**src/hdl/gpmc_pkg.sv**
```systemverilog
// Package for the gauge power mode controller: modes, timing, configuration carrier.
// Assumes a 50 MHz system clock.
package gpmc_pkg;

  localparam int CLK_HZ = 50_000_000;

  // Avalon register offsets (byte addresses)
  localparam logic [3:0] ADDR_CONFIG = 4'h0;
  localparam logic [3:0] ADDR_IDLE_LIMIT = 4'h4;
  localparam logic [3:0] ADDR_WAIT_TIME = 4'h8;
  localparam logic [3:0] ADDR_COMMAND = 4'hC;

  // Status layout in the config register read value, and the deep bit of the command register
  localparam int CFG_SLEEP_EN_BIT = 0;
  localparam int CFG_DEEP_FLAG_BIT = 1;
  localparam int STAT_MODE_LSB = 4;
  localparam int STAT_CAL_BIT = 6;
  localparam int CMD_DEEP_BIT = 0;

  // Reset values
  localparam logic CFG_SLEEP_EN_RESET = 1'b0;
  localparam logic [15:0] IDLE_LIMIT_RESET = 16'h000A;
  localparam logic [15:0] WAIT_TIME_RESET = 16'h0000;

  // Timing
  localparam int STRETCH_MS = 4;
  localparam int STRETCH_CYCLES = STRETCH_MS * (CLK_HZ / 1000);
  localparam int CAL_CYCLES_DEF = 16;
  localparam int NORMAL_PERIOD_DEF = 1_000;
  localparam int SLEEP_PERIOD_DEF = 20_000;
  localparam int DEEP_PERIOD_DEF = 80_000;
  localparam int WAIT_TICK_DEF = 50_000;

  typedef enum logic [1:0] {
    GPMC_MODE_NORMAL,
    GPMC_MODE_SLEEP,
    GPMC_MODE_DEEP
  } gpmc_mode_type;

  typedef struct packed {
    logic sleep_enable;
    logic [15:0] idle_limit;
    logic [15:0] wait_time;
  } gpmc_cfg_type;

endpackage

```
**src/hdl/gpmc_sync.sv**
```systemverilog
// Three-stage synchroniser with agreement filter.
// Assumes an asynchronous level input and the system clock.
`timescale 1ns/1ns
module gpmc_sync
  import gpmc_pkg::*;
(
  // Clock and reset
  input wire logic i_clk,
  input wire logic i_rst,
  // Async level in, filtered level out
  input wire logic i_async,
  output logic o_level
);

  logic stage1;
  logic stage2;
  logic stage3;

  always_ff @(posedge i_clk) begin
    if (i_rst) begin
      stage1 <= 1'b0;
      stage2 <= 1'b0;
      stage3 <= 1'b0;
      o_level <= 1'b0;
    end else begin
      stage1 <= i_async;
      stage2 <= stage1;
      stage3 <= stage2;
      if (stage2 == stage3) begin
        o_level <= stage3;
      end
    end
  end

endmodule

```
**src/hdl/gpmc_top.sv**
```systemverilog
// Power mode controller: normal, sleep and deep idle sequencing with Avalon-MM registers.
// Assumes a 50 MHz clock; wake and bus activity pins arrive asynchronously.
`timescale 1ns/1ns

////////////////////////////////////////////////////////////////////////////////
// How it works
// - Three modes, autonomous moves, host may request
// - Normal is default; measures, updates, decides
// - Sleep only if enabled and current below limit
// - Offset calibration between qualification and sleep entry
// - Sleep measures at slower rate, idle between
// - Leave sleep on high current or wake
// - Deep idle stops oscillator, slowest measurement rate
// - Deep-idle command sets flag; wait zero enters
// - Wait nonzero counts down in sleep, then deep
// - Any serial activity leaves deep idle
// - Hold serial line low up to 4 ms
module gpmc_top
  import gpmc_pkg::*;
#(
  parameter int CAL_CYCLES = CAL_CYCLES_DEF,
  parameter int NORMAL_PERIOD = NORMAL_PERIOD_DEF,
  parameter int SLEEP_PERIOD = SLEEP_PERIOD_DEF,
  parameter int DEEP_PERIOD = DEEP_PERIOD_DEF,
  parameter int WAIT_TICK = WAIT_TICK_DEF,
  parameter int STRETCH = STRETCH_CYCLES
) (
  // Clock and reset
  input wire logic i_clk,
  input wire logic i_rst,
  // Avalon-MM slave
  input wire logic [3:0] i_avs_address,
  input wire logic i_avs_read,
  input wire logic i_avs_write,
  input wire logic [31:0] i_avs_writedata,
  input wire logic [3:0] i_avs_byteenable,
  output logic [31:0] o_avs_readdata,
  output logic o_avs_waitrequest,
  // Measurement inputs
  input wire logic signed [15:0] i_average_current_value,
  input wire logic i_wake_current_threshold,
  input wire logic i_serial_activity,
  // Measurement and power control
  output logic o_measure_strobe,
  output logic o_calibrate,
  output logic o_hf_osc_enable,
  output logic [1:0] o_mode,
  // Serial line stretch (open drain, low while enabled)
  output logic o_serial_hold_oe
);

  // Refuse pacing the counters cannot serve; the stretch may not pass 4 ms
  if (CAL_CYCLES < 1 || NORMAL_PERIOD < 1 || SLEEP_PERIOD <= NORMAL_PERIOD ||
      DEEP_PERIOD <= SLEEP_PERIOD || WAIT_TICK < 1 || STRETCH < 1 ||
      STRETCH > STRETCH_CYCLES) begin : g_bad_timing
    $error("gpmc_top: bad timing parameters");
  end

  ////////////////////////////////////////////////////////////////////////////
  // Synchronised pin inputs
  logic wake_level;
  logic activity_level;
  logic activity_prev;
  gpmc_sync u_wake_sync (
    .i_clk(i_clk),
    .i_rst(i_rst),
    .i_async(i_wake_current_threshold),
    .o_level(wake_level)
  );
  gpmc_sync u_act_sync (
    .i_clk(i_clk),
    .i_rst(i_rst),
    .i_async(i_serial_activity),
    .o_level(activity_level)
  );
  wire activity_edge = activity_level & ~activity_prev;

  ////////////////////////////////////////////////////////////////////////////
  // Registers
  gpmc_cfg_type cfg;
  logic deep_idle_flag;
  logic bus_pending;
  gpmc_mode_type mode;
  logic calibrating;

  // Write lands in the answering cycle, when the request is already pending
  function automatic logic wr_hit(input logic wr, input logic pend, input logic [3:0] addr,
                                  input logic [3:0] offs);
    wr_hit = wr & pend & (addr == offs);
  endfunction

  function automatic logic [15:0] merge16(input logic [15:0] old, input logic [31:0] wd,
                                          input logic [3:0] be);
    merge16 = {be[1] ? wd[15:8] : old[15:8], be[0] ? wd[7:0] : old[7:0]};
  endfunction

  wire bus_access = (i_avs_read | i_avs_write) & ~bus_pending;
  wire wr_config = wr_hit(i_avs_write, bus_pending, i_avs_address, ADDR_CONFIG);
  wire wr_limit = wr_hit(i_avs_write, bus_pending, i_avs_address, ADDR_IDLE_LIMIT);
  wire wr_wait = wr_hit(i_avs_write, bus_pending, i_avs_address, ADDR_WAIT_TIME);
  wire wr_cmd = wr_hit(i_avs_write, bus_pending, i_avs_address, ADDR_COMMAND);
  wire deep_cmd = wr_cmd & i_avs_byteenable[0] & i_avs_writedata[CMD_DEEP_BIT];
  wire [15:0] next_limit = merge16(cfg.idle_limit, i_avs_writedata, i_avs_byteenable);
  wire [15:0] next_wait_time = merge16(cfg.wait_time, i_avs_writedata, i_avs_byteenable);

  logic [31:0] next_readdata;
  always_comb begin
    next_readdata = 32'h0000_0000;
    unique case (i_avs_address)
      ADDR_CONFIG: begin
        next_readdata[CFG_SLEEP_EN_BIT] = cfg.sleep_enable;
        next_readdata[CFG_DEEP_FLAG_BIT] = deep_idle_flag;
        next_readdata[STAT_MODE_LSB +: 2] = mode;
        next_readdata[STAT_CAL_BIT] = calibrating;
      end
      ADDR_IDLE_LIMIT: next_readdata[15:0] = cfg.idle_limit;
      ADDR_WAIT_TIME: next_readdata[15:0] = cfg.wait_time;
      default: next_readdata = 32'h0000_0000;
    endcase
  end

  // One wait cycle per access: waitrequest drops the cycle after a request appears
  always_ff @(posedge i_clk) begin
    if (i_rst) begin
      bus_pending <= 1'b0;
      o_avs_waitrequest <= 1'b1;
      o_avs_readdata <= 32'h0000_0000;
    end else begin
      bus_pending <= bus_access;
      o_avs_waitrequest <= ~bus_access;
      if (bus_access) begin
        o_avs_readdata <= next_readdata;
      end
    end
  end

  always_ff @(posedge i_clk) begin
    if (i_rst) begin
      cfg.sleep_enable <= CFG_SLEEP_EN_RESET;
      cfg.idle_limit <= IDLE_LIMIT_RESET;
      cfg.wait_time <= WAIT_TIME_RESET;
    end else begin
      if (wr_config && i_avs_byteenable[0]) begin
        cfg.sleep_enable <= i_avs_writedata[CFG_SLEEP_EN_BIT];
      end
      if (wr_limit) begin
        cfg.idle_limit <= next_limit;
      end
      if (wr_wait) begin
        cfg.wait_time <= next_wait_time;
      end
    end
  end

  ////////////////////////////////////////////////////////////////////////////
  // Mode decisions
  wire signed [16:0] avg_ext = {i_average_current_value[15], i_average_current_value};
  wire signed [16:0] limit_ext = {1'b0, cfg.idle_limit};
  wire current_low = avg_ext < limit_ext;
  wire sleep_ok = cfg.sleep_enable & current_low;
  wire sleep_break = ~sleep_ok | wake_level;
  wire wait_zero = (cfg.wait_time == 16'h0000);

  logic [31:0] cal_cnt;
  logic [31:0] meas_cnt;
  logic [31:0] tick_cnt;
  logic [15:0] wait_cnt;
  logic [31:0] stretch_cnt;
  wire wait_tick = (tick_cnt == 32'(WAIT_TICK - 1));
  wire timer_done = ~wait_zero & (wait_cnt == 16'h0000);
  wire deep_go = wait_zero ? deep_idle_flag : timer_done;

  gpmc_mode_type next_mode;
  logic next_cal;
  always_comb begin
    next_mode = mode;
    next_cal = calibrating;
    unique case (mode)
      GPMC_MODE_NORMAL: begin
        if (calibrating) begin
          if (!sleep_ok) begin
            next_cal = 1'b0;
          end else if (cal_cnt == 32'(CAL_CYCLES - 1)) begin
            next_cal = 1'b0;
            next_mode = GPMC_MODE_SLEEP;
          end
        end else if (sleep_ok) begin
          next_cal = 1'b1;
        end
      end
      GPMC_MODE_SLEEP: begin
        if (sleep_break) begin
          next_mode = GPMC_MODE_NORMAL;
        end else if (deep_go) begin
          next_mode = GPMC_MODE_DEEP;
        end
      end
      GPMC_MODE_DEEP: begin
        if (activity_edge || sleep_break) begin
          next_mode = GPMC_MODE_NORMAL;
        end
      end
      default: next_mode = GPMC_MODE_NORMAL;
    endcase
  end

  always_ff @(posedge i_clk) begin
    if (i_rst) begin
      mode <= GPMC_MODE_NORMAL;
      calibrating <= 1'b0;
      activity_prev <= 1'b0;
    end else begin
      mode <= next_mode;
      calibrating <= next_cal;
      activity_prev <= activity_level;
    end
  end

  // Deep idle flag: command set wins over the clear on leaving deep idle
  always_ff @(posedge i_clk) begin
    if (i_rst) begin
      deep_idle_flag <= 1'b0;
    end else if (deep_cmd) begin
      deep_idle_flag <= 1'b1;
    end else if (mode == GPMC_MODE_DEEP && next_mode == GPMC_MODE_NORMAL) begin
      deep_idle_flag <= 1'b0;
    end
  end

  // Calibration length counter
  always_ff @(posedge i_clk) begin
    if (i_rst || !calibrating) begin
      cal_cnt <= 32'h0000_0000;
    end else begin
      cal_cnt <= cal_cnt + 32'h0000_0001;
    end
  end

  // Wait-time countdown, one step per tick while in sleep
  // A write in sleep restarts it, so a stale zero cannot fire at once
  always_ff @(posedge i_clk) begin
    if (i_rst || mode != GPMC_MODE_SLEEP) begin
      tick_cnt <= 32'h0000_0000;
      wait_cnt <= cfg.wait_time;
    end else if (wr_wait) begin
      tick_cnt <= 32'h0000_0000;
      wait_cnt <= next_wait_time;
    end else begin
      tick_cnt <= wait_tick ? 32'h0000_0000 : tick_cnt + 32'h0000_0001;
      if (wait_tick && wait_cnt != 16'h0000) begin
        wait_cnt <= wait_cnt - 16'h0001;
      end
    end
  end

  ////////////////////////////////////////////////////////////////////////////
  // Measurement pacing per mode
  wire [31:0] period = (mode == GPMC_MODE_DEEP) ? 32'(DEEP_PERIOD) :
                       (mode == GPMC_MODE_SLEEP) ? 32'(SLEEP_PERIOD) :
                       32'(NORMAL_PERIOD);
  wire meas_due = (meas_cnt >= period - 32'h0000_0001);
  wire mode_change = (next_mode != mode);

  always_ff @(posedge i_clk) begin
    if (i_rst || mode_change || meas_due) begin
      meas_cnt <= 32'h0000_0000;
    end else begin
      meas_cnt <= meas_cnt + 32'h0000_0001;
    end
  end

  always_ff @(posedge i_clk) begin
    if (i_rst) begin
      o_measure_strobe <= 1'b0;
      o_calibrate <= 1'b0;
      o_hf_osc_enable <= 1'b1;
      o_mode <= 2'h0;
    end else begin
      o_measure_strobe <= meas_due & ~mode_change;
      o_calibrate <= next_cal;
      o_hf_osc_enable <= (next_mode != GPMC_MODE_DEEP);
      o_mode <= next_mode;
    end
  end

  ////////////////////////////////////////////////////////////////////////////
  // Line stretch while waking from deep idle
  always_ff @(posedge i_clk) begin
    if (i_rst) begin
      stretch_cnt <= 32'h0000_0000;
      o_serial_hold_oe <= 1'b0;
    end else if (mode == GPMC_MODE_DEEP && activity_edge) begin
      stretch_cnt <= 32'(STRETCH - 1);
      o_serial_hold_oe <= 1'b1;
    end else if (stretch_cnt != 32'h0000_0000) begin
      stretch_cnt <= stretch_cnt - 32'h0000_0001;
    end else begin
      o_serial_hold_oe <= 1'b0;
    end
  end

endmodule

```
**config.mk**
```make
export PLATFORM = sky130hd
export DESIGN_NAME = gpmc_top
export DESIGN_NICKNAME = d
export VERILOG_FILES = /design/src/hdl/gpmc_pkg.sv /design/src/hdl/gpmc_sync.sv /design/src/hdl/gpmc_top.sv
export SDC_FILE = /design/constraint.sdc
export NUM_CORES = 1
export LEC_CHECK = 0
export BUFFER_PORTS_ARGS = -buffer_cell sky130_fd_sc_hd__buf_2
export CORE_MARGIN = 10
export CORE_UTILIZATION = 40
export DETAILED_ROUTE_END_ITERATION = 6
export PLACE_DENSITY = 0.64
export SLEW_MARGIN = 20
export SYNTH_ARGS = -nofsm -noshare
export SYNTH_HDL_FRONTEND = slang
export SYNTH_HIERARCHICAL = 1
export SYNTH_SLANG_ARGS = --single-unit
```
**constraint.sdc**
```tcl
create_clock -name i_clk -period 8.42 [get_ports i_clk]
set_input_delay 1.684 -clock i_clk [delete_from_list [all_inputs] [get_ports i_clk]]
set_output_delay 1.684 -clock i_clk [all_outputs]
set_load 0.02 [all_outputs]
```
[After elaboration in Yosys (flattened, before gate mapping)]
Cells that the tools add are included.
W data, S select, Z words.
Word-level totals
  bits in registers: 211
  bits of input ports: 62
  output and inout port bits: 39
  logic and storage cells: 122
Cells by class
  add/subtract/negate cells: 6
  order comparisons: 2
  equal/unequal tests: 13
  mux-type cells: 29
  bitwise operators: 20
  reduce and logical (&&, ||, !) cells: 24
Operator list (number)
  $add A32 B1 Y32 const B: 3
  $mux W16: 3
  $mux W18: 2
  $eq A32 B16 Y1 const B: 1
  $eq A32 B4 Y1 const B: 1
  $ge A32 B32 Y1: 1
  $logic_not A16 Y1: 2
  $reduce_bool A32 Y1: 1
  $sub A32 B1 Y32 const B: 1
  $pmux W9 S2: 1
  $sub A17 B1 Y18 const B: 1
  $lt A16 B17 Y1: 1
  $mux W17: 1
  $mux W8: 2
  $reduce_bool A16 Y1: 1
  $sub A16 B1 Y16 const B: 1
  $mux W15: 1
  $and A1 B1 Y1: 12
  $mux W2: 6
  $pmux W2 S3: 2
  $mux W1: 9
  $pmux W3 S3: 1
  $eq A4 B4 Y1 const B: 2
  $not A1 Y1: 6
  other kinds (19): 32

[Logic depth before layout (Yosys ltp)]
  word-level depth: 11
  gate-level depth with buffers: 13
  depth with buffers taken out: 12

[Cells and area by module]
Netlist, hierarchy kept.
By module, submodules not included
  gpmc_top: instances 1, cells each 1103, area each 9591.7 sq um, seq. area each 4224.1 sq um
  gpmc_sync: instances 2, cells each 10, area each 112.6 sq um, seq. area each 80.1 sq um

[Worst setup path after synthesis]
Ideal clock, no wire load.
  path type: input to register
  start: input i_avs_address[3]
  end: register wait_cnt[0] (enable)
  library setup time: 0.399 ns
  arrival time: 3.756 ns
  data required time: 8.021 ns
  slack: 4.265 ns
  stages: 7
  path buffers: 2
  cells stage by stage: clkbuf_1 nand4_1 or2_2 clkbuf_1 o211ai_1 inv_1 a31oi_1
Between the ends
  longest elaborated chain between the ends: 3
Ends and longest elaborated chain
  from (decl): RTL line gpmc_top.sv:32  | input wire logic [3:0] i_avs_address,
  $eq A4 B4 Y1: RTL line gpmc_top.sv:89  | wr_hit = wr & pend & (addr == offs);
  $and A1 B1 Y1: RTL line gpmc_top.sv:89
  $reduce_bool A3 Y1 (no source line)
  to (signal assigned): RTL line gpmc_top.sv:244  | wait_cnt <= cfg.wait_time;
  to (signal assigned): RTL line gpmc_top.sv:247  | wait_cnt <= next_wait_time;
  to (signal assigned): RTL line gpmc_top.sv:251  | wait_cnt <= wait_cnt - 16'h0001;
  to (decl): RTL line gpmc_top.sv:167  | logic [15:0] wait_cnt;
No other way between the ends.
A chain may end at the register's enable or synchronous reset.

[Worst setup path after layout]
  start: input i_average_current_value[6]
  end: register meas_cnt[12]
Between the ends
  longest elaborated chain between the ends: 10
  elaborated cells on any way between the ends: 13
  those cells by class: 1 x order compare; 1 x eq/ne; 5 x mux; 3 x bitwise; 3 x reduce/logical
Ends and longest elaborated chain
  from (decl): RTL line gpmc_top.sv:40  | input wire logic signed [15:0] i_average_current_value,
  $lt A16 B17 Y1 *: RTL line gpmc_top.sv:159  | wire current_low = avg_ext < limit_ext;
  $and A1 B1 Y1 *: RTL line gpmc_top.sv:160  | wire sleep_ok = cfg.sleep_enable & current_low;
  $not A1 Y1: RTL line gpmc_top.sv:161  | wire sleep_break = ~sleep_ok | wake_level;
  $or A1 B1 Y1: RTL line gpmc_top.sv:161
  $logic_or A1 B1 Y1: RTL line gpmc_top.sv:199  | if (activity_edge || sleep_break) begin
  $mux W2: RTL line gpmc_top.sv:199
  $pmux W2 S3 *: RTL line gpmc_top.sv:178  | unique case (mode)
  $ne A2 B2 Y1 *: RTL line gpmc_top.sv:262  | wire mode_change = (next_mode != mode);
  $logic_or A1 B1 Y1 * (2 in a row): RTL line gpmc_top.sv:265  | if (i_rst || mode_change || meas_due) begin
  to (signal assigned): RTL line gpmc_top.sv:268  | meas_cnt <= meas_cnt + 32'h0000_0001;
  to (decl): RTL line gpmc_top.sv:165  | logic [31:0] meas_cnt;
Every way passes the cells marked *; elsewhere a longest branch is shown, timed or not.

==> out/results.txt <==
Worst skew pair latency: 500 ps
EDFF count, synth: 16
Leakage: 4.21 nW
Initial Util: 40.5%
CTS tree: done
DRC viols: 0
RR Startpoint: cfg[22]
Sequential fraction of the synthesis area: 44.7%
WL/cell: 14.8 µm
Endpoints failing setup: 0
Die W: 177 µm
Crit Path Max Fanout: 19
Tcrit/Tclk final: 48.8%
Max Clock Freq: 243 MHz
Flop2flop setup slack: 5180 ps
Final wirelength: 22,700 µm
Port bufs: 66
CTS Buf Count: 23
Req. time, crit path: 8770 ps
R2r endpoint: meas_cnt[12]
Post-synthesis register bit count: 211
RSZ-0062 raised after global routing: false
Final worst path period need: 4110 ps
P&R area growth vs syn: 14.5%
Total die area: 31,200 µm²
Clock Sinks: 211
Kind of end point of the critical path: register
Worst VDD drop: 0.149 mV
Post-CTS Resized: 0
Root Buffer: clkbuf_16
Total iterations of the first detailed-routing run: 5
First-pass GRT wire length: 38,000 µm
Core area: 24,200 µm²
Post-synthesis async set-or-reset flop share: 0%
Via total after detailed routing: 7,892
Synth cell types: 58
Max cap viols: 0
ANT cells: 0
Largest net degree at the start of global routing: 64
Final Slew Violations: 0
H-tree levels: 1
Hold EP: meas_cnt[0]
Final Skew: 14.3 ps
Slew @ Worst Pin: 910 ps
Ports: 101
Vias in the first global route: 7,717
Hold Path Depth: 1
Total gr overflow: 0
HP Class: reg -> reg
Setup Buffers After CTS: 0
Pwr per Cell Area: 228 nW/µm²
Fin area: 11,200 µm²
Min-delay src: meas_cnt[0]
Initial drt markers: 578
Share of layout cells above drive strength 1: 10.5%
Placed Area: 10,500 µm²
Avg Cell Area, Syn: 8.74 µm²
Status: complete, no violations
Worst-case reg-to-reg path depth: 10
Detailed Place HPWL: 16,300 µm
CP Launch Type: input port
Antenna-violating nets left: 0
Initial antenna violation count: 1
Main synth FF type: dfxtp_1
Die Ht: 177 µm
Fin. Hold Viols: 0
Cell count after synthesis: 1,123
Slew margin rel.: 39.2%
Ys Warns: 6
CTS Hold Buffers Added: 0
Overall power: 2.56 mW
CTS Buffer Depth: 3
Row cnt: 57
Arr. time, crit path: 4460 ps
Post-Synthesis Cell Area: 9820 µm²
Global placement routability congestion: 0.819
Final nets: 1,299
Setup TNS: 0 ps
Kind of critical path: in -> reg
Via-to-Cell Ratio: 5.13
Total GRT Usage: 14.4%
Reg clk slew, reported paths: 60 ps
-- critical path, stage by stage --
cell and delay (ps):
buf_2 100, ha_1 300, a21o_1 160, a21o_1 170, a221o_1 390, o211ai_1 390
a21oi_1 180, o21a_1 260, o2111ai_2 710, nor2_1 120
-- kinds of logic (layout without fill, tap and decap cells) --
group / count (synthesis) / count (layout) / share of synthesized area (%)
other: 2 / 31 / 0.0765
DFF: 211 / 211 / 44.7
AOI/OAI and AO/OA: 178 / 178 / 11.1
xor gates and xnor gates: 107 / 107 / 9.55
muxes: 15 / 15 / 1.54
buffers and inverters: 90 / 151 / 4.19
adders and majority gates: 39 / 39 / 4.97
and+or+nand+nor: 481 / 481 / 23.9
-- cell usage after synthesis, drive strengths merged, types with 15 or more instances --
master,number,area share (%)
nand3,44,2.2
clkbuf,33,1.3
a21oi,68,3.5
xor2,60,5.4
inv,37,1.4
xnor2,47,4.2
nor4,28,1.8
ha,39,5.0
nor2,166,6.3
buf,20,1.5
o21ai,43,2.2
nor3,15,0.88
nand2,115,4.4
or3,19,1.2
edfxtp,16,4.9
dfxtp,195,40
nand4,23,1.6
-- metrics by stage --
stage,setup WS [ps],hold slack [ps],util [%],instances
floorplan,4260,414,-,1152
global placement,3790,430,43.1,1497
detailed placement,3790,438,43.1,1497
CTS,4320,452,46.3,1537
global route,4080,471,46.3,1537
finish,4310,449,46.3,1537
-- cell type report --
class | count | area [µm²]
Multi-Input combinational cell | 851 | 5140
Sequential cell | 211 | 4380
Tap cell | 324 | 405
Inverter | 37 | 139
Clock inverter | 8 | 98.8
Fill cell | 2381 | 13000
Timing Repair Buffer | 74 | 390
Clock buffer | 32 | 681
-- flip-flops by register name (all words and copies together) (netlist names), 2 cells and up --
register        flops
cal_cnt            32
cfg                33
meas_cnt           32
o_avs_readdata     16
o_mode              2
stretch_cnt        32
tick_cnt           32
wait_cnt           16
-- worst max path at each step --
stage,slack (ps),depth (start not counted),start,end
CTS,4320,10,i_average_current_value[6],meas_cnt[12]
floorplan,4260,7,i_avs_address[3],wait_cnt[0]
detailed placement,3790,10,i_average_current_value[6],meas_cnt[12]
global placement,3790,10,i_average_current_value[6],meas_cnt[18]
global route,4080,10,i_average_current_value[6],meas_cnt[15]
finish,4310,10,i_average_current_value[6],meas_cnt[12]
-- routing by layer --
layer / global-route usage [%] / vias up / share of wire [%]
met2: 22.9 / 157 / 44
met5: 0 / - / 0.079
met1: 19.6 / 3670 / 48
met3: 2.69 / 38 / 5.5
li1: - / 4025 / -
met4: 3.57 / 2 / 1.9
-- layout by cell type (no fill, tap or decap), types with 11 or more instances in the layout --
master and n:
nor3_1 14, conb_1 31, xor2_1 60, nand2_1 115
buf_2 66, nand4_1 22, or3_1 19, nand3_1 44
ha_1 39, dfxtp_1 195, nor2b_1 11, clkbuf_16 24
o21ai_0 41, a21oi_1 68, nor4_1 27, mux2i_1 14
and3_1 13, a22oi_1 11, edfxtp_1 16, xnor2_1 47
inv_1 37, nor2_1 166
-- where the power goes --
part           switching, mW  internal [mW]
Combinational          0.244          0.181
Sequential            0.0448           1.07
Clock                  0.399          0.625
Total                  0.688           1.87
No activity file was read; power rests on OpenSTA's default activity.
